### config.mk
export PLATFORM = sky130hd
export DESIGN_NAME = tsacs_top
export DESIGN_NICKNAME = d
export VERILOG_FILES = /design/src/tsacs_pkg.sv /design/src/tsacs_top.sv
export SDC_FILE = /design/constraint.sdc
export NUM_CORES = 1
export LEC_CHECK = 0
export ABC_AREA = 1
export BUFFER_PORTS_ARGS = -buffer_cell sky130_fd_sc_hd__buf_2
export CAP_MARGIN = 20
export CORE_UTILIZATION = 48
export CTS_CLUSTER_SIZE = 14
export DETAILED_ROUTE_END_ITERATION = 6
export PLACE_DENSITY = 0.66
export SLEW_MARGIN = 20
export SYNTH_ARGS = -nofsm -noshare
export SYNTH_HDL_FRONTEND = slang
export SYNTH_SLANG_ARGS = --single-unit
### constraint.sdc
create_clock -name sys_clk_i -period 19.4 [get_ports sys_clk_i]
set_input_delay 0.97 -clock sys_clk_i [delete_from_list [all_inputs] [get_ports sys_clk_i]]
set_output_delay 0.97 -clock sys_clk_i [all_outputs]
set_load 0.02 [all_outputs]
### src/tsacs_pkg.sv
// Purpose: constants, types and state layout for the touch converter config/status block
// Assumes: timebase tick of nominal 8 MHz from oscillator or divided master clock
// Notes:   delays are counted in timebase ticks, so they scale with the tick rate
package tsacs_pkg;

  // register offsets
  localparam logic [7:0] OFF_PANEL  = 8'h05;
  localparam logic [7:0] OFF_REF    = 8'h06;
  localparam logic [7:0] OFF_RSVA   = 8'h07;
  localparam logic [7:0] OFF_RSVB   = 8'h08;
  localparam logic [7:0] OFF_STATUS = 8'h09;
  localparam logic [7:0] OFF_BUFFER = 8'h0d;

  // field positions
  localparam int PANEL_LSB   = 0;
  localparam int REF_SEL_BIT = 7;
  localparam int REF_LVL_BIT = 6;
  localparam int REF_PWR_BIT = 5;
  localparam int REF_STB_LSB = 2;
  localparam int REF_BAT_BIT = 0;
  localparam int ST_PEN_BIT  = 7;
  localparam int ST_IDLE_BIT = 6;
  localparam int ST_NEW_BIT  = 5;
  localparam int ST_RSV_BIT  = 4;
  localparam int BUF_EN_BIT  = 7;

  // values after reset
  localparam logic [7:0] RST_PANEL  = 8'h00;
  localparam logic [7:0] RST_REF    = 8'h20;
  localparam logic [7:0] RST_RSV    = 8'h00;
  localparam logic [7:0] RST_BUFFER = 8'h00;

  // settling times in ns, as nominal at an 8 MHz timebase
  localparam int TB_PERIOD_NS = 125;
  localparam int PANEL_NS [8] = '{250, 1000, 3000, 10000, 30000, 100000, 300000, 1000000};
  localparam int REF_NS   [4] = '{0, 100000, 500000, 1000000};

  // tick counts, least times rounded up
  localparam int CNT_W = 14;

  typedef enum logic [1:0] {
    TSACS_IDLE   = 2'b00,
    TSACS_PANEL  = 2'b01,
    TSACS_REFS   = 2'b10,
    TSACS_SAMPLE = 2'b11
  } tsacs_state_e;

  // conversion request carrier
  typedef struct packed {
    logic       touch;
    logic [1:0] chan;
  } tsacs_req_s;

  // whole state of the block
  typedef struct packed {
    tsacs_state_e     st;
    logic [CNT_W-1:0] cnt;
    logic             busy;
    logic             touch;
    logic [1:0]       chan;
    logic             sample;
    logic [7:0]       panel;
    logic [7:0]       refc;
    logic [7:0]       rsva;
    logic [7:0]       rsvb;
    logic             st_rsv;
    logic [7:0]       bufc;
    logic             ptr_clr;
    logic             pen;
    logic [3:0]       fresh;
    logic             ref_pwr;
    logic [7:0]       rdata;
  } tsacs_state_s;

endpackage : tsacs_pkg

### src/tsacs_top.sv
// Purpose: settling control, reference setup and new-data status for the touch converter
// Assumes: register port, ticks and conversion handshakes are synchronous to sys_clk_i
// Notes:   result readout logic pulses result_rd_i when a result has been read out
// Behaviour
// [RQ1] panel settle delay from 3-bit code
// [RQ2] delays count timebase ticks, scaling with source
// [RQ3] host writes zeros to unused panel bits
// [RQ4] reference select bit picks external or internal
// [RQ5] level bit picks 1.25 V or 2.5 V
// [RQ6] power bit gives continuous or automatic reference
// [RQ7] reference settle delay from 2-bit code
// [RQ8] battery bit selects auxiliary or battery measurement
// [RQ9] read-only pen touch flag
// [RQ10] idle flag low while converting, reset high
// [RQ11] summary flag clears when all results read
// [RQ12] per-coordinate flags clear on own read
// [RQ13] new-data flags meaningless in buffer mode
// [RQ14] host writes back reset contents to reserved
// [RQ15] buffer enable bit; clearing resets pointers
// [RQ16] settle delays precede sampling, idle low throughout
`timescale 1ns/1ps
module tsacs_top #(
  parameter int TB_NS = tsacs_pkg::TB_PERIOD_NS
) (
  // clock, reset, enable
  input  wire logic       sys_clk_i,
  input  wire logic       rst_i,
  input  wire logic       ce_i,
  // register port
  input  wire logic [7:0] reg_addr_i,
  input  wire logic       reg_wr_i,
  input  wire logic [7:0] reg_wdata_i,
  input  wire logic       reg_rd_i,
  output logic      [7:0] reg_rdata_o,
  // timebase and conversion handshake
  input  wire logic       tick_i,
  input  wire logic       conv_req_i,
  input  wire logic       conv_touch_i,
  input  wire logic [1:0] conv_chan_i,
  input  wire logic       conv_done_i,
  output logic            sample_o,
  output logic            busy_o,
  // panel and result readout
  input  wire logic       pen_i,
  input  wire logic [3:0] result_rd_i,
  // analog controls
  output logic            ref_internal_o,
  output logic            ref_high_o,
  output logic            ref_power_o,
  output logic            battery_pin_mode_o,
  output logic      [2:0] panel_code_o,
  // buffer mode
  output logic            buffer_en_o,
  output logic            buffer_ptr_clear_o
);

  initial begin
    if (TB_NS <= 0) $error("timebase period must be positive");
  end

  // ticks for a least time, rounded up
  function automatic logic [tsacs_pkg::CNT_W-1:0] ns_to_ticks(input int ns);
    int t;
    t = (ns + TB_NS - 1) / TB_NS;
    return t[tsacs_pkg::CNT_W-1:0];
  endfunction : ns_to_ticks

  // panel settle count from code
  function automatic logic [tsacs_pkg::CNT_W-1:0] panel_ticks(input logic [2:0] code);
    return ns_to_ticks(tsacs_pkg::PANEL_NS[code]);
  endfunction : panel_ticks

  // reference settle count from code
  function automatic logic [tsacs_pkg::CNT_W-1:0] ref_ticks(input logic [1:0] code);
    return ns_to_ticks(tsacs_pkg::REF_NS[code]);
  endfunction : ref_ticks

  tsacs_pkg::tsacs_state_s s_q;
  tsacs_pkg::tsacs_state_s s_d;
  tsacs_pkg::tsacs_req_s   req;
  logic [3:0]              set_v;
  logic                    cnt_zero;
  logic [7:0]              status_v;

  assign req      = '{touch: conv_touch_i, chan: conv_chan_i};
  assign cnt_zero = (s_q.cnt == '0);

  // status byte assembly
  always_comb begin
    status_v = 8'h00;
    status_v[tsacs_pkg::ST_PEN_BIT]  = s_q.pen;                     // [RQ9]
    status_v[tsacs_pkg::ST_IDLE_BIT] = ~s_q.busy;                   // [RQ10]
    status_v[tsacs_pkg::ST_NEW_BIT]  = |s_q.fresh;                  // [RQ11]
    status_v[tsacs_pkg::ST_RSV_BIT]  = s_q.st_rsv;
    status_v[3]                      = s_q.fresh[0];                // [RQ12] horizontal
    status_v[2]                      = s_q.fresh[1];                // vertical
    status_v[1]                      = s_q.fresh[2];                // first pressure
    status_v[0]                      = s_q.fresh[3];                // second pressure
  end

  // next-state logic
  always_comb begin
    s_d         = s_q;
    s_d.sample  = 1'b0;
    s_d.ptr_clr = 1'b0;
    s_d.pen     = pen_i;
    set_v       = 4'h0;

    // settle and sample sequencing
    case (s_q.st)
      tsacs_pkg::TSACS_IDLE: begin
        if (conv_req_i) begin
          s_d.busy  = 1'b1;                                         // [RQ16]
          s_d.touch = req.touch;
          s_d.chan  = req.chan;
          if (req.touch) begin
            s_d.st  = tsacs_pkg::TSACS_PANEL;
            s_d.cnt = panel_ticks(s_q.panel[tsacs_pkg::PANEL_LSB +: 3]); // [RQ1]
          end else begin
            s_d.st  = tsacs_pkg::TSACS_REFS;
            s_d.cnt = ref_ticks(s_q.refc[tsacs_pkg::REF_STB_LSB +: 2]);  // [RQ7]
          end
        end
      end
      tsacs_pkg::TSACS_PANEL, tsacs_pkg::TSACS_REFS: begin
        if (cnt_zero) begin
          s_d.st     = tsacs_pkg::TSACS_SAMPLE;
          s_d.sample = 1'b1;                                        // [RQ16]
        end else if (tick_i) begin
          s_d.cnt = s_q.cnt - 1'b1;                                 // [RQ2]
        end
      end
      tsacs_pkg::TSACS_SAMPLE: begin
        if (conv_done_i) begin
          s_d.st   = tsacs_pkg::TSACS_IDLE;
          s_d.busy = 1'b0;                                          // [RQ10]
          if (s_q.touch && !s_q.bufc[tsacs_pkg::BUF_EN_BIT]) begin
            set_v[s_q.chan] = 1'b1;                                 // [RQ13]
          end
        end
      end
      default: begin
        s_d.st   = tsacs_pkg::TSACS_IDLE;
        s_d.busy = 1'b0;
      end
    endcase

    // fresh flags, a set beats a read in the same cycle
    s_d.fresh = (s_q.fresh & ~result_rd_i) | set_v;                 // [RQ12]

    // register writes
    if (reg_wr_i) begin
      case (reg_addr_i)
        tsacs_pkg::OFF_PANEL:  s_d.panel = reg_wdata_i;             // [RQ3]
        tsacs_pkg::OFF_REF:    s_d.refc  = reg_wdata_i;
        tsacs_pkg::OFF_RSVA:   s_d.rsva  = reg_wdata_i;             // [RQ14]
        tsacs_pkg::OFF_RSVB:   s_d.rsvb  = reg_wdata_i;
        tsacs_pkg::OFF_STATUS: s_d.st_rsv = reg_wdata_i[tsacs_pkg::ST_RSV_BIT];
        tsacs_pkg::OFF_BUFFER: begin
          s_d.bufc = reg_wdata_i;
          s_d.ptr_clr = ~reg_wdata_i[tsacs_pkg::BUF_EN_BIT];       // [RQ15]
        end
        default: ;
      endcase
    end

    // reference power gating, follows a mode write at once
    s_d.ref_pwr = ~s_d.refc[tsacs_pkg::REF_PWR_BIT] | s_d.busy;     // [RQ6]

    // register reads, unmapped reads as zero
    if (reg_rd_i) begin
      case (reg_addr_i)
        tsacs_pkg::OFF_PANEL:  s_d.rdata = s_q.panel;
        tsacs_pkg::OFF_REF:    s_d.rdata = s_q.refc;
        tsacs_pkg::OFF_RSVA:   s_d.rdata = s_q.rsva;
        tsacs_pkg::OFF_RSVB:   s_d.rdata = s_q.rsvb;
        tsacs_pkg::OFF_STATUS: s_d.rdata = status_v;
        tsacs_pkg::OFF_BUFFER: s_d.rdata = s_q.bufc;
        default:               s_d.rdata = 8'h00;
      endcase
    end
  end

  // state register
  always_ff @(posedge sys_clk_i) begin
    if (rst_i) begin
      s_q         <= '0;
      s_q.st      <= tsacs_pkg::TSACS_IDLE;
      s_q.panel   <= tsacs_pkg::RST_PANEL;
      s_q.refc    <= tsacs_pkg::RST_REF;
      s_q.rsva    <= tsacs_pkg::RST_RSV;
      s_q.rsvb    <= tsacs_pkg::RST_RSV;
      s_q.bufc    <= tsacs_pkg::RST_BUFFER;
      s_q.ref_pwr <= 1'b0;
    end else if (ce_i) begin
      s_q <= s_d;
    end
  end

  // outputs straight from state flops
  assign reg_rdata_o        = s_q.rdata;
  assign sample_o           = s_q.sample;
  assign busy_o             = s_q.busy;
  assign ref_internal_o     = s_q.refc[tsacs_pkg::REF_SEL_BIT];    // [RQ4]
  assign ref_high_o         = s_q.refc[tsacs_pkg::REF_LVL_BIT];    // [RQ5]
  assign ref_power_o        = s_q.ref_pwr;
  assign battery_pin_mode_o = s_q.refc[tsacs_pkg::REF_BAT_BIT];    // [RQ8]
  assign panel_code_o       = s_q.panel[tsacs_pkg::PANEL_LSB +: 3];
  assign buffer_en_o        = s_q.bufc[tsacs_pkg::BUF_EN_BIT];
  assign buffer_ptr_clear_o = s_q.ptr_clr;

endmodule : tsacs_top

* Word-level counts from Yosys, hierarchy flattened
Memory sizes are Yosys's and may differ from the RTL's.
Cells that the tools add are included.
Widths: inputs -> output; s select.
** Word-level totals
- Memories :: 1
- Flip-flop bits (word level) :: 77
- Input port bits :: 32
- Bits in read-only memories :: 256
- Output and inout port bits :: 19
- Word-level logic and storage cells :: 100
** Memory list
- (name not given) :: depth 8, width 32, read ports 1, clocked after Yosys merged registers in 0, write ports 0, line tsacs_top.sv:70 : return ns_to_ticks(tsacs_pkg::PANEL_NS[code]);
** Cells by class
- Reduce and logical (&&, ||, !) cells :: 18
- Bitwise operators :: 9
- Eq/ne operators :: 14
- Add/subtract/negate cells :: 5
- Order comparisons :: 4
- Multiplexer cells :: 29
- Div/mod/pow operators :: 2
** Operators by type and width (number)
- $mux 32 :: 5
- $add 32x8->32 const B :: 2
- $bmux 32 s2 :: 1
- $div 32x8->32 const B :: 2
- $sub 32x2->32 const B :: 2
- $pmux 8 s6 :: 1
- $mux 14 :: 2
- $pmux 14 s2 :: 1
- $eq 8x3->1 const B :: 3
- $eq 8x4->1 const B :: 3
- $reduce_and 3->1 :: 7
- $mux 20 :: 1
- $mux 16 :: 1
- $mux 8 :: 2
- $logic_not 14->1 :: 1
- $sub 14x1->14 const B :: 1
- $mux 4 :: 3
- $ne 2x2->1 const B :: 5
- $mux 9 :: 1
- $mux 6 :: 1
- $pmux 2 s3 :: 1
- $mux 1 :: 5
- $reduce_and 5->1 :: 1
- $and 4x4->4 :: 1
- other kinds (23) :: 28

* Logic depth before layout (Yosys ltp)
- Depth after elaboration :: 11
- Gate-level depth with buffers :: 79
- Depth with buffers taken out :: 77

* Worst setup path before layout
Ideal clock, no wire load.
- Kind :: input to register
- Start point :: input port conv_touch_i
- End point :: register s_q[61] (netlist bit)
- Library setup time :: 0.122 ns
- Required time :: 19.278 ns
- Setup slack :: 11.614 ns
- Arrival :: 7.664 ns
- Buffers on the path :: 3
- Cell stages on the path :: 68
- Path through :: buf_6 -> nand2_1 -> nand2_1 -> nor2_2 -> nand3_2 -> nand2_1 -> nand2_1 -> nand2_1 -> nand2_1 -> nand2_1 -> nand2_1 -> nand2_1 -> nand2_2 -> o21ai_4 -> nand2_4 -> nand2_1 -> nand2_2 -> nor2_4 -> [... 32 more ...] -> nor2_2 -> inv_2 -> nor2_4 -> nand2_2 -> buf_6 -> ha_1 -> or2_2 -> nand3b_1 -> nor2_1 -> nand2_1 -> nand2_1 -> nand2_1 -> nand2_1 -> nand3_1 -> nor2_1 -> nand2_1 -> nand2_1 -> a21oi_2
** RTL lines
- from (decl) :: line tsacs_top.sv:38 : input wire logic conv_touch_i,
- to (decl) :: line tsacs_top.sv:78 : tsacs_pkg::tsacs_state_s s_q;

==> impl_summary.log <==
[metrics] met2 routed wirelength: 9318 um
[metrics] most frequent standard cell in the layout excluding fill and tap cells: sky130_fd_sc_hd__nand2_1
[metrics] launch point of the critical path: conv_touch_i
[metrics] vias in the first global route: 6967
[metrics] CTS tree: done
[metrics] Cell Area, Synth: 0.007579 mm2
[metrics] number of synthesized flops with an enable pin: 0
[metrics] count of input and output buffers: 50
[metrics] Critical Path Most Common Cell: sky130_fd_sc_hd__nand2_1
[metrics] sum of overflow across all layers after global routing: 0
[metrics] fill count: 1631
[metrics] Top Metal Used: met4
[metrics] total negative setup slack: 0 ps
[metrics] final-report max-slew violation count: 0
[metrics] total clock buffers created by CTS: 9
[metrics] DRT Wirelength: 19640 um
[metrics] worst reg2reg path endpoint: s_q[61]
[metrics] global-route wire length before repair: 32520 um
[metrics] number of cells upsized or downsized after cts: 0
[metrics] std cell rows: 45
[metrics] maximum buffer depth of the clock tree: 2
[metrics] final hold viol count: 0
[metrics] number of antenna cells inserted: 0
[metrics] setup repair after global routing missed its margin: no
[metrics] total power draw: 0.0007573 W
[metrics] highest ir drop seen on vdd: 55.50 uV
[metrics] average wire length per cell after detail routing: 13.15 um
[metrics] Setup violations, final: 0
[metrics] CP startpoint kind: input port
[metrics] register area: 0.001541 mm2
[metrics] largest fanout on the critical path: 22
[metrics] Setup crit end kind: register
[metrics] max cap viols: 0
[metrics] total of flip-flops plus latches after synthesis: 77
[metrics] total nets after synthesis: 1303
[metrics] pin count of the biggest net entering global routing: 52
[metrics] post-route antenna net violation count: 0
[metrics] width of the chip: 127.7 um
[metrics] worst flop-to-flop path startpoint: panel_code_o[1]
[metrics] die area: 0.01629 mm2
[metrics] initial cell density of the core: 49.49%
[metrics] crit path time final: 8874 ps
[metrics] total leakage power: 3.912 nW
[metrics] crit share post-route: 45.74%
[metrics] layout cell share with drive strength beyond 1: 17.15%
[metrics] power density of the placed cells: 92.57 mW/mm2
[metrics] ys async rst share: 0%
[metrics] via count: 7729
[metrics] placed wire-length estimate: 15450 um
[metrics] Worst path max stage delay: 330 ps
[metrics] worst setup slack for register-to-register paths: 10600 ps
[metrics] number of placed I/O pins: 51
[metrics] clk root buf: sky130_fd_sc_hd__clkbuf_16
[metrics] H-Tree Level Count: 3
[metrics] number of buffers inserted by hold repair at cts: 0
[metrics] RePlAce Congestion: 0.8492
[metrics] number of nets in the layout: 1332
[metrics] Area growth syn-to-layout: 7.941%
[metrics] Cells after Synth: 1249
[metrics] largest clock skew in the final design: 6.917 ps
[metrics] class of the most critical setup path: input port to register
[metrics] top cells by area, synth: sky130_fd_sc_hd__dfxtp_1, sky130_fd_sc_hd__nand2_1, sky130_fd_sc_hd__nand3_1
[metrics] drc violations: 0
[metrics] outcome: completed
[metrics] drt pass-1 iters: 5
[metrics] arrival time reported for the critical path endpoint: 9100 ps
[metrics] met1 WL: 9346 um
[metrics] sinks on the clock net: 77
[metrics] clock latency of the later-clocked register in the worst-skew pair: 340 ps
[metrics] core region area: 0.01531 mm2
[metrics] Die H: 127.7 um
[metrics] crit path buf inv count: 8
[metrics] data required time of the worst path: 19630 ps
[metrics] synthesized area per cell: 6.068 um2
[metrics] Warnings, synthesis: 0
[metrics] dominant synthesized flop cell: sky130_fd_sc_hd__dfxtp_1
[metrics] portion of the post-synthesis area used by sequential elements: 20.34%
[metrics] worst-case headroom to the max-slew limit: 53.47%
[metrics] aggregate global-route resource usage: 24.37%
[metrics] antenna violations before repair: 0
[metrics] violation count after the first detailed-route iteration: 418
[metrics] via/cell ratio: 5.173
[metrics] family with the most delay on the worst path: simple AND/OR/NAND/NOR gates
[metrics] transition time of the tightest slew-check pin: 695.4 ps
[metrics] met3 routed wirelength: 797 um
[metrics] proportion of netlist area held by the largest area contributor: 20.34%
[metrics] stages on the worst setup path: 71
[metrics] timing endpoint of the critical path: s_q[61]
[metrics] Max Freq: 0.1127 GHz
[metrics] min-delay worst type: register to register
[metrics] most frequent cells in the layout: sky130_fd_sc_hd__nand2_1, sky130_fd_sc_hd__inv_1, sky130_fd_sc_hd__nand3_1, sky130_fd_sc_hd__nor2_1, sky130_fd_sc_hd__dfxtp_1
[metrics] most area-hungry cell type in the Yosys netlist: sky130_fd_sc_hd__dfxtp_1
[metrics] count of buffers added by post-CTS timing repair for setup: 0
[metrics] clock input transition at the sequential cells of the worst setup and hold paths: 60 ps
[metrics] area of the multi-input gates: 0.005107 mm2
[metrics] R2R cell count: 72
[metrics] Worst path slowest cell: sky130_fd_sc_hd__buf_2
[metrics] library cells used by synthesis: 54
==> per-layer routing <==
layer	up-vias	global-route usage, %
li1	4134	-
met1	3430	33.13
met2	148	41.59
met3	17	3.297
met4	0	4.083
met5	-	0
==> synth_stat cells (2+ instances only) <==
cell,count
sky130_fd_sc_hd__nand3_1,117
sky130_fd_sc_hd__inv_2,26
sky130_fd_sc_hd__o22ai_1,2
sky130_fd_sc_hd__nand3_2,14
sky130_fd_sc_hd__nand2_4,10
sky130_fd_sc_hd__o21ai_1,13
sky130_fd_sc_hd__nor2_4,7
sky130_fd_sc_hd__nor4_1,3
sky130_fd_sc_hd__xor2_1,14
sky130_fd_sc_hd__buf_6,4
sky130_fd_sc_hd__nand3_4,4
sky130_fd_sc_hd__o221ai_1,5
sky130_fd_sc_hd__o21ai_0,70
sky130_fd_sc_hd__a22oi_1,2
sky130_fd_sc_hd__buf_4,13
sky130_fd_sc_hd__o21bai_1,2
sky130_fd_sc_hd__a21oi_1,66
sky130_fd_sc_hd__or2_2,3
sky130_fd_sc_hd__nor3_1,23
sky130_fd_sc_hd__a21oi_2,7
sky130_fd_sc_hd__nand2_2,44
sky130_fd_sc_hd__a21oi_4,3
sky130_fd_sc_hd__o21ai_2,4
sky130_fd_sc_hd__xnor2_1,5
sky130_fd_sc_hd__dfxtp_1,77
sky130_fd_sc_hd__o211ai_1,6
sky130_fd_sc_hd__buf_2,3
sky130_fd_sc_hd__ha_1,22
sky130_fd_sc_hd__inv_1,152
sky130_fd_sc_hd__clkbuf_1,16
sky130_fd_sc_hd__clkinv_1,6
sky130_fd_sc_hd__nand3b_1,6
sky130_fd_sc_hd__a31oi_1,11
sky130_fd_sc_hd__a211oi_1,2
sky130_fd_sc_hd__nor2_1,112
sky130_fd_sc_hd__nand2_1,312
sky130_fd_sc_hd__nor2_2,16
sky130_fd_sc_hd__o21bai_4,2
sky130_fd_sc_hd__nand4_1,19
sky130_fd_sc_hd__a221oi_1,12
==> cells by family (layout without fill, tap and decap cells) <==
group	count (synthesis)	in the layout	share of synthesized area, %
AND/OR/NAND/NOR	695	695	44.06
buffers and inverters	222	256	12.27
AO/OA/AOI/OAI	213	213	17.29
flip-flops	77	77	20.34
adder cells (fa/ha/maj)	22	22	3.632
XOR/XNOR	20	20	2.410
==> area by class of cell <==
class                   instances  share of cell area [%]
flip-flops and latches         77                   18.84
clock inverters                 7                  0.7036
well taps                     211                   3.227
repair buffers                 55                   3.518
multi-input cells             950                   62.43
inverters                     185                   8.519
clock buffers                   9                   2.753
==> tightest hold or removal path: stages, from the launching register on <==
cell and delay, ps:
sky130_fd_sc_hd__dfxtp_1 300, sky130_fd_sc_hd__inv_1 60, sky130_fd_sc_hd__a21oi_1 50
==> metrics by stage <==
stage / util, % / area (um2) / hold WS (ps) / worst slack [ps] / instances
floorplan: - / 7579 / 423.6 / 11610 / 1249
global placement: 51.57 / 7898 / 441.7 / 10380 / 1478
detailed placement: 51.57 / 7898 / 445.4 / 10250 / 1478
CTS: 53.42 / 8180 / 455.3 / 10560 / 1494
global route: 53.42 / 8180 / 483.1 / 9505 / 1494
finish: 53.42 / 8180 / 454.4 / 10530 / 1494
==> worst min-delay path by stage <==
stage / depth (start not counted) / to / slack, ps / startpoint
2_1_floorplan: 2 / s_q[23] / 420 / s_q[23]
3_3_place_gp: 2 / s_q[55] / 440 / s_q[55]
3_5_place_dp: 2 / s_q[33] / 450 / s_q[33]
4_1_cts: 2 / s_q[55] / 460 / s_q[55]
5_1_grt: 2 / s_q[55] / 480 / s_q[55]
6_report: 2 / s_q[55] / 450 / s_q[55]
==> state kept, by name, indices dropped and copies added, names as in the netlist <==
name	count
s_q	58
reg_rdata_o	8
panel_code_o	3
battery_pin_mode_o	1
buffer_en_o	1
buffer_ptr_clear_o	1
busy_o	1
ref_high_o	1
ref_internal_o	1
ref_power_o	1
sample_o	1
==> power by group <==
part	leakage, nW	total [W]	internal [W]	switching, W
Sequential	0.626	0.000186	0.000173	0.0000126
Combinational	3.15	0.000409	0.000133	0.000276
Clock	0.134	0.000163	0.0000885	0.0000741
(Power assumes the default switching activity.)
